### src/pkg/duart_regs_pkg.sv
// constants, field layout and carrier types of the dual-channel register decoder
package duart_regs_pkg;

  localparam int NUM_CH = 2;

  // register offsets on the three address lines
  localparam logic [2:0] ADDR_HOLDING = 3'h0;
  localparam logic [2:0] ADDR_IE      = 3'h1;
  localparam logic [2:0] ADDR_STATUS  = 3'h2;
  localparam logic [2:0] ADDR_LINE    = 3'h3;
  localparam logic [2:0] ADDR_MODEM   = 3'h4;
  localparam logic [2:0] ADDR_LSTAT   = 3'h5;
  localparam logic [2:0] ADDR_MSTAT   = 3'h6;
  localparam logic [2:0] ADDR_SCRATCH = 3'h7;

  // field positions and keys
  localparam logic [7:0] LINE_KEY       = 8'h00BF;
  localparam int         LINE_DIV_BIT   = 7;
  localparam int         MODEM_LOOP_BIT = 4;
  localparam int         MODEM_RTS_BIT  = 1;
  localparam int         MODEM_DTR_BIT  = 0;
  localparam int         ENH_ON_BIT     = 4;
  localparam int         ENH_ARTS_BIT   = 6;
  localparam int         ENH_ACTS_BIT   = 7;
  localparam logic [7:0] IE_ENH_MASK    = 8'h00F0;
  localparam logic [7:0] MODEM_ENH_MASK = 8'h00E0;
  localparam logic [7:0] FIFO_ENH_MASK  = 8'h0030;
  localparam logic [7:0] ISTAT_ENH_MASK = 8'h0030;
  localparam logic [7:0] FRACTION_MASK  = 8'h003F;
  localparam logic [7:0] DIV_ZERO      = 8'h0000;

  // reset and idle values
  localparam logic [7:0] REG_RESET     = 8'h0000;
  localparam logic [7:0] WO_READ_VALUE = 8'h0000;

  typedef struct packed {
    logic       sel_a_n;
    logic       sel_b_n;
    logic       rd_n;
    logic       wr_n;
    logic [2:0] addr;
    logic [7:0] wdata;
  } host_bus_t;

  localparam host_bus_t BUS_IDLE = 15'h7800;

  typedef struct packed {
    logic rx;
    logic cts_n;
    logic dsr_n;
    logic cd_n;
    logic ri_n;
  } serial_in_t;

  localparam serial_in_t LINE_IDLE = 5'h1F;

  typedef struct packed {
    logic [7:0] rx_char;
    logic [7:0] istat;
    logic [7:0] lstat;
    logic [7:0] mstat;
  } chan_stat_t;

  typedef struct packed {
    logic       tx_load;
    logic       fifo_load;
    logic       rx_read;
    logic       istat_read;
    logic       lstat_read;
    logic       mstat_read;
    logic [7:0] data;
  } chan_evt_t;

  typedef struct packed {
    logic [7:0] line_ctl;
    logic [7:0] modem_ctl;
    logic [7:0] int_enable;
    logic [7:0] enh_func;
    logic [7:0] div_low;
    logic [7:0] div_high;
    logic [7:0] div_frac;
    logic [7:0] xon1;
    logic [7:0] xon2;
    logic [7:0] xoff1;
    logic [7:0] xoff2;
    logic       loopback;
    logic       auto_rts_en;
    logic       auto_cts_en;
  } chan_cfg_t;

endpackage : duart_regs_pkg

### src/core/duart_register_decode_loopback.sv
// per-channel register decoder and internal loopback path of a dual uart
`timescale 1ns/100ps
`default_nettype none

module duart_register_decode_loopback
  import duart_regs_pkg::*;
#(
  parameter logic [7:0] REVISION_CODE = 8'h0011, // arbitrary value
  parameter logic [7:0] IDENT_CODE    = 8'h005A  // arbitrary value
) (
  // clock and reset
  input  wire  logic       clk,
  input  wire  logic       reset_n,
  // host bus pins
  input  wire  host_bus_t  host_pins,
  output logic [7:0]       host_rdata,
  output logic             host_rdata_oe,
  // serial pins
  input  wire  serial_in_t line_pins    [NUM_CH],
  output logic [NUM_CH-1:0] tx_pin,
  output logic [NUM_CH-1:0] rts_n_pin,
  output logic [NUM_CH-1:0] dtr_n_pin,
  // channel core side
  input  wire  logic [NUM_CH-1:0] tx_shift_out,
  input  wire  chan_stat_t stat         [NUM_CH],
  output serial_in_t       core_in      [NUM_CH],
  output chan_cfg_t        cfg          [NUM_CH],
  output chan_evt_t        evt          [NUM_CH]
);

  // channel registers, one element per channel
  logic [7:0] line_control       [NUM_CH];
  logic [7:0] modem_control      [NUM_CH];
  logic [7:0] interrupt_enable   [NUM_CH];
  logic [7:0] enhanced_function  [NUM_CH];
  logic [7:0] divisor_low_byte   [NUM_CH];
  logic [7:0] divisor_high_byte  [NUM_CH];
  logic [7:0] divisor_fraction   [NUM_CH];
  logic [7:0] resume_char_first  [NUM_CH];
  logic [7:0] resume_char_second [NUM_CH];
  logic [7:0] pause_char_first   [NUM_CH];
  logic [7:0] pause_char_second  [NUM_CH];
  logic [7:0] scratch_byte       [NUM_CH];

  logic [NUM_CH-1:0] key_on;
  logic [NUM_CH-1:0] div_on;
  logic [NUM_CH-1:0] enh_on;
  logic [NUM_CH-1:0] div_zero;
  logic [NUM_CH-1:0] loop_on;

  // bus pin synchroniser: three stages, a bit moves once stages two and three agree
  logic [14:0] bus_s1;
  logic [14:0] bus_s2;
  logic [14:0] bus_s3;
  host_bus_t   bus_q;
  logic [14:0] bus_agree;

  assign bus_agree = ~(bus_s2 ^ bus_s3);

  always_ff @(posedge clk or negedge reset_n) begin
    if (!reset_n) begin
      bus_s1 <= BUS_IDLE;
      bus_s2 <= BUS_IDLE;
      bus_s3 <= BUS_IDLE;
      bus_q  <= BUS_IDLE;
    end else begin
      bus_s1 <= host_pins;
      bus_s2 <= bus_s1;
      bus_s3 <= bus_s2;
      bus_q  <= host_bus_t'((bus_s3 & bus_agree) | (bus_q & ~bus_agree));
    end
  end

  // channel pick: exactly one select low, both low is refused
  logic sel_valid;
  logic sel_ch;
  logic rd_act;
  logic wr_act;
  logic rd_prev;
  logic wr_prev;
  logic rd_start;
  logic wr_commit;

  assign sel_valid = bus_q.sel_a_n ^ bus_q.sel_b_n;
  assign sel_ch    = bus_q.sel_a_n;
  assign rd_act    = sel_valid & ~bus_q.rd_n;
  assign wr_act    = sel_valid & ~bus_q.wr_n;
  assign rd_start  = rd_act & ~rd_prev;
  assign wr_commit = wr_prev & ~wr_act;

  always_ff @(posedge clk or negedge reset_n) begin
    if (!reset_n) begin
      rd_prev <= 1'b0;
      wr_prev <= 1'b0;
    end else begin
      rd_prev <= rd_act;
      wr_prev <= wr_act;
    end
  end

  // write operands are captured while the strobe is low so the release edge cannot race them
  logic       wr_ch;
  logic [2:0] wr_addr;
  logic [7:0] wr_data;

  always_ff @(posedge clk or negedge reset_n) begin
    if (!reset_n) begin
      wr_ch   <= 1'b0;
      wr_addr <= ADDR_HOLDING;
      wr_data <= REG_RESET;
    end else if (wr_act) begin
      wr_ch   <= sel_ch;
      wr_addr <= bus_q.addr;
      wr_data <= bus_q.wdata;
    end
  end

  // read mux for the selected channel
  logic [7:0] next_rdata;
  logic       rd_is_rx;
  logic       rd_is_istat;
  logic       rd_is_lstat;
  logic       rd_is_mstat;
  logic       rch;

  assign rch = sel_ch;

  always_comb begin
    next_rdata = WO_READ_VALUE;
    rd_is_rx   = 1'b0;
    rd_is_istat = 1'b0;
    rd_is_lstat = 1'b0;
    rd_is_mstat = 1'b0;
    case (bus_q.addr)
      ADDR_HOLDING: begin
        if (!line_control[rch][LINE_DIV_BIT]) begin
          next_rdata = stat[rch].rx_char;
          rd_is_rx   = 1'b1;
        end else if (!key_on[rch] && div_zero[rch]) begin
          next_rdata = REVISION_CODE;
        end else begin
          next_rdata = divisor_low_byte[rch];
        end
      end
      ADDR_IE: begin
        if (!line_control[rch][LINE_DIV_BIT]) begin
          next_rdata = interrupt_enable[rch];
        end else if (!key_on[rch] && div_zero[rch]) begin
          next_rdata = IDENT_CODE;
        end else begin
          next_rdata = divisor_high_byte[rch];
        end
      end
      ADDR_STATUS: begin
        if (key_on[rch]) begin
          next_rdata = enhanced_function[rch];
        end else if (div_on[rch] && enh_on[rch]) begin
          next_rdata = divisor_fraction[rch] & FRACTION_MASK;
        end else begin
          next_rdata = enh_on[rch] ? stat[rch].istat
                                   : (stat[rch].istat & ~ISTAT_ENH_MASK);
          rd_is_istat = 1'b1;
        end
      end
      ADDR_LINE: begin
        next_rdata = line_control[rch];
      end
      ADDR_MODEM: begin
        next_rdata = key_on[rch] ? resume_char_first[rch]
                                 : modem_control[rch];
      end
      ADDR_LSTAT: begin
        next_rdata = key_on[rch] ? resume_char_second[rch]
                                 : stat[rch].lstat;
        rd_is_lstat = ~key_on[rch];
      end
      ADDR_MSTAT: begin
        next_rdata = key_on[rch] ? pause_char_first[rch] : stat[rch].mstat;
        rd_is_mstat = ~key_on[rch];
      end
      default: begin
        next_rdata = key_on[rch] ? pause_char_second[rch]
                                 : scratch_byte[rch];
      end
    endcase
  end

  // read data is frozen at strobe start so side-effect reads return a stable byte
  always_ff @(posedge clk or negedge reset_n) begin
    if (!reset_n) begin
      host_rdata <= REG_RESET;
    end else if (rd_start) begin
      host_rdata <= next_rdata;
    end
  end

  assign host_rdata_oe = rd_act & rd_prev;

  genvar ch;
  generate
    for (ch = 0; ch < NUM_CH; ch++) begin : g_chan
      logic       wr_here;
      logic       rd_here;
      serial_in_t line_s1;
      serial_in_t line_s2;
      serial_in_t line_s3;
      serial_in_t line_q;
      logic [4:0] line_agree;

      assign wr_here     = wr_commit & (wr_ch == 1'(ch));
      assign rd_here     = rd_start & (rch == 1'(ch));
      assign key_on[ch]  = (line_control[ch] == LINE_KEY);
      assign div_on[ch]  = line_control[ch][LINE_DIV_BIT] & ~key_on[ch];
      assign enh_on[ch]  = enhanced_function[ch][ENH_ON_BIT];
      assign div_zero[ch] = (divisor_low_byte[ch] == DIV_ZERO) &&
                            (divisor_high_byte[ch] == DIV_ZERO);
      assign loop_on[ch] = modem_control[ch][MODEM_LOOP_BIT];

      // register writes; decode uses the state from before this write
      always_ff @(posedge clk or negedge reset_n) begin
        if (!reset_n) begin
          line_control[ch]       <= REG_RESET;
          modem_control[ch]      <= REG_RESET;
          interrupt_enable[ch]   <= REG_RESET;
          enhanced_function[ch]  <= REG_RESET;
          divisor_low_byte[ch]   <= REG_RESET;
          divisor_high_byte[ch]  <= REG_RESET;
          divisor_fraction[ch]   <= REG_RESET;
          resume_char_first[ch]  <= REG_RESET;
          resume_char_second[ch] <= REG_RESET;
          pause_char_first[ch]   <= REG_RESET;
          pause_char_second[ch]  <= REG_RESET;
          scratch_byte[ch]       <= REG_RESET;
        end else if (wr_here) begin
          case (wr_addr)
            ADDR_HOLDING: begin
              if (line_control[ch][LINE_DIV_BIT]) begin
                divisor_low_byte[ch] <= wr_data;
              end
            end
            ADDR_IE: begin
              if (line_control[ch][LINE_DIV_BIT]) begin
                divisor_high_byte[ch] <= wr_data;
              end else if (enh_on[ch]) begin
                interrupt_enable[ch] <= wr_data;
              end else begin
                interrupt_enable[ch] <= (interrupt_enable[ch] & IE_ENH_MASK) |
                                        (wr_data & ~IE_ENH_MASK);
              end
            end
            ADDR_STATUS: begin
              if (key_on[ch]) begin
                enhanced_function[ch] <= wr_data;
              end else if (div_on[ch] && enh_on[ch]) begin
                divisor_fraction[ch] <= wr_data & FRACTION_MASK;
              end
            end
            ADDR_LINE: begin
              line_control[ch] <= wr_data;
            end
            ADDR_MODEM: begin
              if (key_on[ch]) begin
                resume_char_first[ch] <= wr_data;
              end else if (enh_on[ch]) begin
                modem_control[ch] <= wr_data;
              end else begin
                modem_control[ch] <= (modem_control[ch] & MODEM_ENH_MASK) |
                                     (wr_data & ~MODEM_ENH_MASK);
              end
            end
            ADDR_LSTAT: begin
              if (key_on[ch]) begin
                resume_char_second[ch] <= wr_data;
              end
            end
            ADDR_MSTAT: begin
              if (key_on[ch]) begin
                pause_char_first[ch] <= wr_data;
              end
            end
            default: begin
              if (key_on[ch]) begin
                pause_char_second[ch] <= wr_data;
              end else begin
                scratch_byte[ch] <= wr_data;
              end
            end
          endcase
        end
      end

      // one-cycle events to the channel core; line and modem status writes raise no load pulse, only the data byte follows them
      always_ff @(posedge clk or negedge reset_n) begin
        if (!reset_n) begin
          evt[ch] <= '0;
        end else begin
          evt[ch].tx_load    <= wr_here && (wr_addr == ADDR_HOLDING) &&
                                !line_control[ch][LINE_DIV_BIT];
          evt[ch].fifo_load  <= wr_here && (wr_addr == ADDR_STATUS) &&
                                !key_on[ch] && !(div_on[ch] && enh_on[ch]);
          evt[ch].rx_read    <= rd_here & rd_is_rx;
          evt[ch].istat_read <= rd_here & rd_is_istat;
          evt[ch].lstat_read <= rd_here & rd_is_lstat;
          evt[ch].mstat_read <= rd_here & rd_is_mstat;
          // only fifo control carries extended bits; a transmit byte must pass whole
          if (wr_here && (wr_addr == ADDR_STATUS) && !enh_on[ch]) begin
            evt[ch].data <= wr_data & ~FIFO_ENH_MASK;
          end else if (wr_here) begin
            evt[ch].data <= wr_data;
          end
        end
      end

      // modem and receive pins: three stages, move once stages two and three agree
      assign line_agree = ~(line_s2 ^ line_s3);

      always_ff @(posedge clk or negedge reset_n) begin
        if (!reset_n) begin
          line_s1 <= LINE_IDLE;
          line_s2 <= LINE_IDLE;
          line_s3 <= LINE_IDLE;
          line_q  <= LINE_IDLE;
        end else begin
          line_s1 <= line_pins[ch];
          line_s2 <= line_s1;
          line_s3 <= line_s2;
          line_q  <= serial_in_t'((line_s3 & line_agree) | (line_q & ~line_agree));
        end
      end

      // pins freeze on loopback entry so the far end sees no diagnostic traffic
      always_ff @(posedge clk or negedge reset_n) begin
        if (!reset_n) begin
          tx_pin[ch]    <= 1'b1;
          rts_n_pin[ch] <= 1'b1;
          dtr_n_pin[ch] <= 1'b1;
        end else if (!loop_on[ch]) begin
          tx_pin[ch]    <= tx_shift_out[ch];
          rts_n_pin[ch] <= ~modem_control[ch][MODEM_RTS_BIT];
          dtr_n_pin[ch] <= ~modem_control[ch][MODEM_DTR_BIT];
        end
      end

      always_comb begin
        if (loop_on[ch]) begin
          core_in[ch]    = LINE_IDLE;
          core_in[ch].rx = tx_shift_out[ch];
        end else begin
          core_in[ch]    = line_q;
        end
      end

      // configuration view; extended modem, interrupt-enable and fraction fields show only with the enhanced bit
      always_comb begin
        cfg[ch].line_ctl    = line_control[ch];
        cfg[ch].modem_ctl   = enh_on[ch] ? modem_control[ch]
                                         : (modem_control[ch] & ~MODEM_ENH_MASK);
        cfg[ch].int_enable  = enh_on[ch] ? interrupt_enable[ch]
                                         : (interrupt_enable[ch] & ~IE_ENH_MASK);
        cfg[ch].enh_func    = enhanced_function[ch];
        cfg[ch].div_low     = divisor_low_byte[ch];
        cfg[ch].div_high    = divisor_high_byte[ch];
        cfg[ch].div_frac    = enh_on[ch] ? divisor_fraction[ch] : REG_RESET;
        cfg[ch].xon1        = resume_char_first[ch];
        cfg[ch].xon2        = resume_char_second[ch];
        cfg[ch].xoff1       = pause_char_first[ch];
        cfg[ch].xoff2       = pause_char_second[ch];
        cfg[ch].loopback    = loop_on[ch];
        cfg[ch].auto_rts_en = enhanced_function[ch][ENH_ARTS_BIT] & ~loop_on[ch];
        cfg[ch].auto_cts_en = enhanced_function[ch][ENH_ACTS_BIT] & ~loop_on[ch];
      end
    end
  endgenerate

endmodule : duart_register_decode_loopback

`default_nettype wire

### config.mk
export PLATFORM = sky130hd
export DESIGN_NAME = duart_register_decode_loopback
export DESIGN_NICKNAME = d
export VERILOG_FILES = /design/src/pkg/duart_regs_pkg.sv /design/src/core/duart_register_decode_loopback.sv
export SDC_FILE = /design/constraint.sdc
export NUM_CORES = 1
export LEC_CHECK = 0
export BUFFER_PORTS_ARGS = -buffer_cell sky130_fd_sc_hd__buf_2
export CAP_MARGIN = 20
export CORE_MARGIN = 5
export CORE_UTILIZATION = 55
export CTS_CLUSTER_SIZE = 30
export DETAILED_ROUTE_END_ITERATION = 8
export PLACE_DENSITY = 0.81
export SLEW_MARGIN = 20
export SYNTH_ARGS = -nofsm -noshare
export SYNTH_HDL_FRONTEND = slang
export SYNTH_SLANG_ARGS = --single-unit
### constraint.sdc
create_clock -name clk -period 2.84 [get_ports clk]
set_clock_uncertainty 0.15 [all_clocks]
set_input_delay 0.568 -clock clk [delete_from_list [all_inputs] [get_ports clk]]
set_output_delay 0.568 -clock clk [all_outputs]
set_load 0.1 [all_outputs]
== Yosys cells after proc, flatten, opt, wreduce, memory -nomap -nowiden ==
Cells that the tools add are included.

* ROM bits: 0
* Latch bits: 0
* Input port bits: 93
* Word-level logic and storage cells: 322
* Output and inout port bits: 235
* Memories kept: 0
* Register bits after elaboration: 344
* Bits in writable memories: 0

* Order comparisons: 2
* Equality and inequality tests: 14
* Add/subtract/negate cells: 0
* Div/mod/pow operators: 0
* Reduce and logical (&&, ||, !) cells: 60
* Shifts and indexed selects: 0
* Bitwise logic cells: 65
* Mux-type cells: 82
* Multiply operators: 0

{| class="wikitable"
|+ Operator list
! kind !! number
|-
| 8-bit two-way mux || 55
|-
| 32-bit two-way mux || 3
|-
| 3-bit AND reduction || 20
|-
| 8-bit one-hot mux with 7 select lines || 1
|-
| 6-bit two-way mux || 6
|-
| 8-bit zero test || 4
|-
| 15-bit bitwise AND || 2
|-
| 15-bit inverter || 2
|-
| 1-bit bitwise AND || 23
|-
| 5-bit bitwise AND || 4
|-
| 5-bit inverter || 4
|-
| 3-bit equality test (second input constant) || 6
|-
| 1-bit logical AND || 18
|-
| 1-bit inverter || 18
|-
| 8-bit equality test (second input constant) || 2
|-
| 8-bit by 4-bit bitwise OR with 8-bit output || 2
|-
| 8-bit by 5-bit bitwise OR with 8-bit output || 2
|-
| 1-bit two-way mux || 15
|-
| 15-bit bitwise OR || 1
|-
| 15-bit XOR || 1
|-
| 3-bit by 2-bit equality test with 1-bit output (second input constant) || 4
|-
| 5-bit two-way mux || 2
|-
| 5-bit bitwise OR || 2
|-
| 5-bit XOR || 2
|-
| 11 further kinds || 24
|}

== Logic depth before layout (Yosys ltp) ==
* Depth in word-level cells: 10
* Gate-level depth with buffers: 9

== Least setup slack after synthesis ==
OpenSTA, ideal clock, no wires.

* Kind: reg-to-reg
* From: register line_control (netlist bit cfg[175])
* To: register host_rdata[2]
* Arrival: 2.904 ns
* Setup slack: -0.340 ns
* Data required time: 2.564 ns
* Path buffers: 2
* Cell stages (with the launch flop): 9
* Cell sequence: dfrtp_1 -> and4_1 -> buf_6 -> and3_4 -> buf_6 -> mux2_4 -> a221oi_2 -> or4b_1 -> o32a_1

* Cells in the longest elaborated chain, start to end: 9

{| class="wikitable"
|+ RTL lines
! element !! line !! source
|-
| start, declared || duart_register_decode_loopback.sv:32 || <nowiki>logic [7:0] line_control [NUM_CH];</nowiki>
|-
| start signal, assigned by index || duart_register_decode_loopback.sv:259 || <nowiki>line_control[ch] <= wr_data;</nowiki>
|-
| 8-bit equality test (*) || duart_register_decode_loopback.sv:212 || <nowiki>assign key_on[ch] = (line_control[ch] == LINE_KEY);</nowiki>
|-
| 1-bit inverter || duart_register_decode_loopback.sv:213 || <nowiki>assign div_on[ch] = line_control[ch][LINE_DIV_BIT] & ~key_on[ch];</nowiki>
|-
| 1-bit bitwise AND || duart_register_decode_loopback.sv:213 ||
|-
| 1-bit two-way mux (implied by the code) (2 in a row) || duart_register_decode_loopback.sv:157 || <nowiki>end else if (div_on[rch] && enh_on[rch]) begin</nowiki>
|-
| 1-bit logical AND || duart_register_decode_loopback.sv:157 ||
|-
| 8-bit two-way mux || duart_register_decode_loopback.sv:157 ||
|-
| 8-bit two-way mux || duart_register_decode_loopback.sv:155 || <nowiki>if (key_on[rch]) begin</nowiki>
|-
| 8-bit one-hot mux with 7 select lines (*) || duart_register_decode_loopback.sv:134 || <nowiki>case (bus_q.addr)</nowiki>
|-
| end signal, assigned || duart_register_decode_loopback.sv:193 || <nowiki>host_rdata <= next_rdata;</nowiki>
|-
| end, declared || duart_register_decode_loopback.sv:16 || <nowiki>output logic [7:0] host_rdata,</nowiki>
|}

Every way passes the cells marked *; elsewhere a longest branch is shown, timed or not. The select of a mux whose other input is x is not followed.
A chain may end at the register's enable or synchronous reset.

==> flow_summary.yaml <==
outcome:
  status: "complete, no violations"
worst_setup_path:
  crit_slowest_cell: "dfstp_4"
  path_cells: "buf_4, mux2i_1, o22ai_1, or4_1, o41ai_1, o21ai_0"
  cp-start-kind: "flop"
  path_buf_inv: 1
  worstPathArrival_ns: 3.01
  worst-setup-path-type: "reg2reg"
  crit_fanout: 17
  worstSetupEndpointType: "flop"
  critical_path.max_stage_delay_ns: 0.74
  cpLargestDelayFamily: "flip-flops"
  required_ns: 3.08
floorplanning:
  core_area_um2: 27600
  die-width_um: 177
  ioPinCount: 328
  die_h_um: 177
  die_area_um2: 31300
  rows: 61
  start_util_pct: 55.4
sta:
  holdWs_ns: 0.149
  setup_ws_ns: 0.0704
  rsz0062_at_grt: "yes"
  final_hold_viol_count: 0
  period_share_pct: 97.5
  tightest_slew_ns: 0.782
  min_period_ns: 2.77
  finalMaxSlewViolations: 0
  setup_viol_count_final: 0
  slew_headroom_pct: 47.9
  max_freq_mhz: 361
clocking:
  clkSinkCount: 344
  cts_buffer_depth: 3
  clkLatencyLatePin_ns: 0.53
  cts-htree-levels: 2
  clk_pin_slew_worst_paths_ns: 0.06
  cts_buffers: 36
  cts_tree: "yes"
  ctsRootBufferMaster: "clkbuf_16"
synth:
  avgSynthCellArea_um2: 13.1
  async_reset_ff_share_pct: 100
  seq_area_frac_synth_pct: 56.7
  yosys.area_share.xor_xnor_pct: 0.106
  synth-edff-count: 0
  ys_ff_latch: 344
  synthMuxAreaShare_pct: 21.6
  synth_cell_types: 74
  synth_top_family_by_area: "multiplexers"
  synth_fa_ha_area_share_pct: 1.63
  synth-simple-area-share_pct: 9.64
  synth-compound-area-share_pct: 6.93
  yosysWarnings: 0
  syn_area_um2: 15300
  synth_ff_type: "dfrtp_1"
  postSynthCellCount: 1168
run:
  maxCapViolations: 0
layout:
  final_cell_mix: "buf_2, dfrtp_1, mux2_2, buf_4, mux2i_1"
  layout.nets: 1650
  final_common_cell: "buf_2"
  layout-drive-gt1-share_pct: 53.4
  fillCellCount: 2032
  area_growth_pct: 26.4
hold_path:
  hold_path_class: "in2reg"
  min_from: "tx_shift_out[0]"
pwr:
  p_switching_mw: 8.27
  ir_worst_vdd_uv: 835
  p_clk_share_pct: 26.1
  netSwitchingFraction_pct: 45.4
  power_density_nw_per_um2: 941
  leakage_nw: 9.45
  pwr-share-seq_pct: 35.3
  p_int_mw: 9.95
  combPwrFrac_pct: 38.6
routing:
  drt-wirelength-per-cell_um: 25.4
  post-route-drc-count: 0
  first_pass_iters: 7
  post_drt_via_cell_ratio: 6.00
  vias: 11800
  first_iter_violations: 1228
  drt-total-wl_mm: 49.9
  ant_nets: 0
placed_design:
  dp_slack_ns: 0.0592
  dp_hpwl_mm: 36.3
  gp_congestion: 1.00
  portBuffers: 323
global_routing:
  grt_antenna_before_repair: 3
  grtUsageTotal_pct: 31.1
  grt_pass1_wl_mm: 73.8
  grt-ovfl-total: 0
  grt_pass1_vias: 12000
  grt_max_degree: 76
-- registers in the layout, indices dropped and copies added, names as in the netlist, 8 cells and up, named ones only --
| signal | flops |
|---|---|
| cfg | 130 |
| bus_s1 | 15 |
| g_chan.line_s3 | 10 |
| interrupt_enable | 16 |
| bus_s2 | 15 |
| wr_data | 8 |
| host_rdata | 8 |
| divisor_fraction | 12 |
| modem_control | 14 |
| bus_s3 | 15 |
| g_chan.line_s2 | 10 |
| evt | 28 |
| scratch_byte | 16 |
| g_chan.line_s1 | 10 |
-- stage by stage --
| step | cells | TNS [ns] | power [mW] | utilization (%) | area (µm²) |
|---|---|---|---|---|---|
| after floorplan | 1171 | -0.195 | 11.7 | - | 15400 |
| after detailed placement | 1867 | 0 | 13.4 | 64.4 | 17800 |
| after CTS | 1958 | 0 | 18.2 | 69.7 | 19200 |
| after global routing | 1964 | -0.0667 | 18.8 | 70.1 | 19400 |
| final | 1964 | 0 | 18.2 | 70.1 | 19400 |
| after global placement | 1867 | 0 | 13.3 | 64.4 | 17800 |
-- cells by family after synthesis --
group | count (synthesis)
AOI/OAI and AO/OA | 155
other | 1
adders and majority gates | 25
DFF | 344
buffers and inverters | 97
and+or+nand+nor | 244
xor gates and xnor gates | 1
muxes | 301
-- per-layer routing --
metal	vias to the layer above	part of all wire (%)	GRT usage (%)
met3	128	10	7.88
met4	2	4.4	12.0
met1	5930	40	42.8
met2	704	45	48.1
met5	-	0.022	0
li1	5027	-	-
-- Yosys cell counts (4+ instances only) --
master      n  area, µm²
a211o_1     7       61.3
a211oi_1   41        308
a21o_1      4       30.0
a21oi_1    22        110
a31oi_1     4       25.0
a32oi_1     4       35.0
and2_1     28        175
and3_1     22        138
buf_2      14       70.1
buf_4      28        210
clkbuf_1   48        180
dfrtp_1   282       7060
dfstp_2    62       1630
maj3_1     25        250
mux2_2    227       2560
mux2i_1    72        721
nand2_1    35        131
nand3_1    21        105
nor2_1     29        109
nor2_2      6       37.5
nor2_4      5       56.3
nor2b_1    12       75.1
nor3_1     18       90.1
nor3_2      4       40.0
nor4_1     12       75.1
o21ai_0    37        185
o22ai_1     7       43.8
or2_2       8       50.1
or3_1       5       31.3
-- worst paths after layout --
check | to | slack [ns] | cells after the start
setup / recovery | host_rdata[7]$_DFFE_PN0P_ | 0.07 | 6
hold / removal | tx_pin[0]$_DFFE_PN1N_ | 0.15 | 2
setup reg to reg | host_rdata[7]$_DFFE_PN0P_ | 0.07 | 6
hold reg to reg | bus_s2[6]$_DFF_PN0_ | 0.20 | 0
max in group asynchronous | g_chan[0].line_s3[1]$_DFF_PN1_ | 1.34 | 3
min in group asynchronous | bus_s1[6]$_DFF_PN0_ | 0.41 | 2
-- layout make-up --
class	instances	area, µm²	share of cell area [%]
antenna	2	5.00	0.0258
clock buffer	49	1000	5.16
clock inverter	16	188	0.969
inverter	2	11.3	0.0582
multi-input combinational	730	6220	32.1
sequential	344	8710	45.0
tap	378	473	2.44
timing repair buffer	443	2760	14.3
-- power groups by stage --
stage          Clock (mW)  Combinational [mW]  Sequential (mW)
6_report             4.75                7.04             6.44
5_1_grt              5.01                7.25             6.51
4_1_cts              4.79                6.96             6.41
3_5_place_dp            0                6.91             6.50
3_3_place_gp            0                6.85             6.45
2_1_floorplan           0                2.92             8.77
-- worst reg2reg max path, cell delays in order (launching register included) --
cell     delay [ns]
dfstp_4        0.74
buf_4          0.32
mux2i_1        0.33
o22ai_1        0.17
or4_1          0.48
o41ai_1        0.31
o21ai_0        0.13
-- repair_timing --
item | 4_1_cts | 5_1_grt
endpoints found under the setup margin | 1 | 29
hold endpoints to repair | 72 | 0
setup buffers | 0 | 3
hold buffers | 26 | 0
pin swaps | 0 | 1
cloned | 0 | 1
resized for setup | 1 | 13
Note: power is estimated with default switching activity, not from simulation.
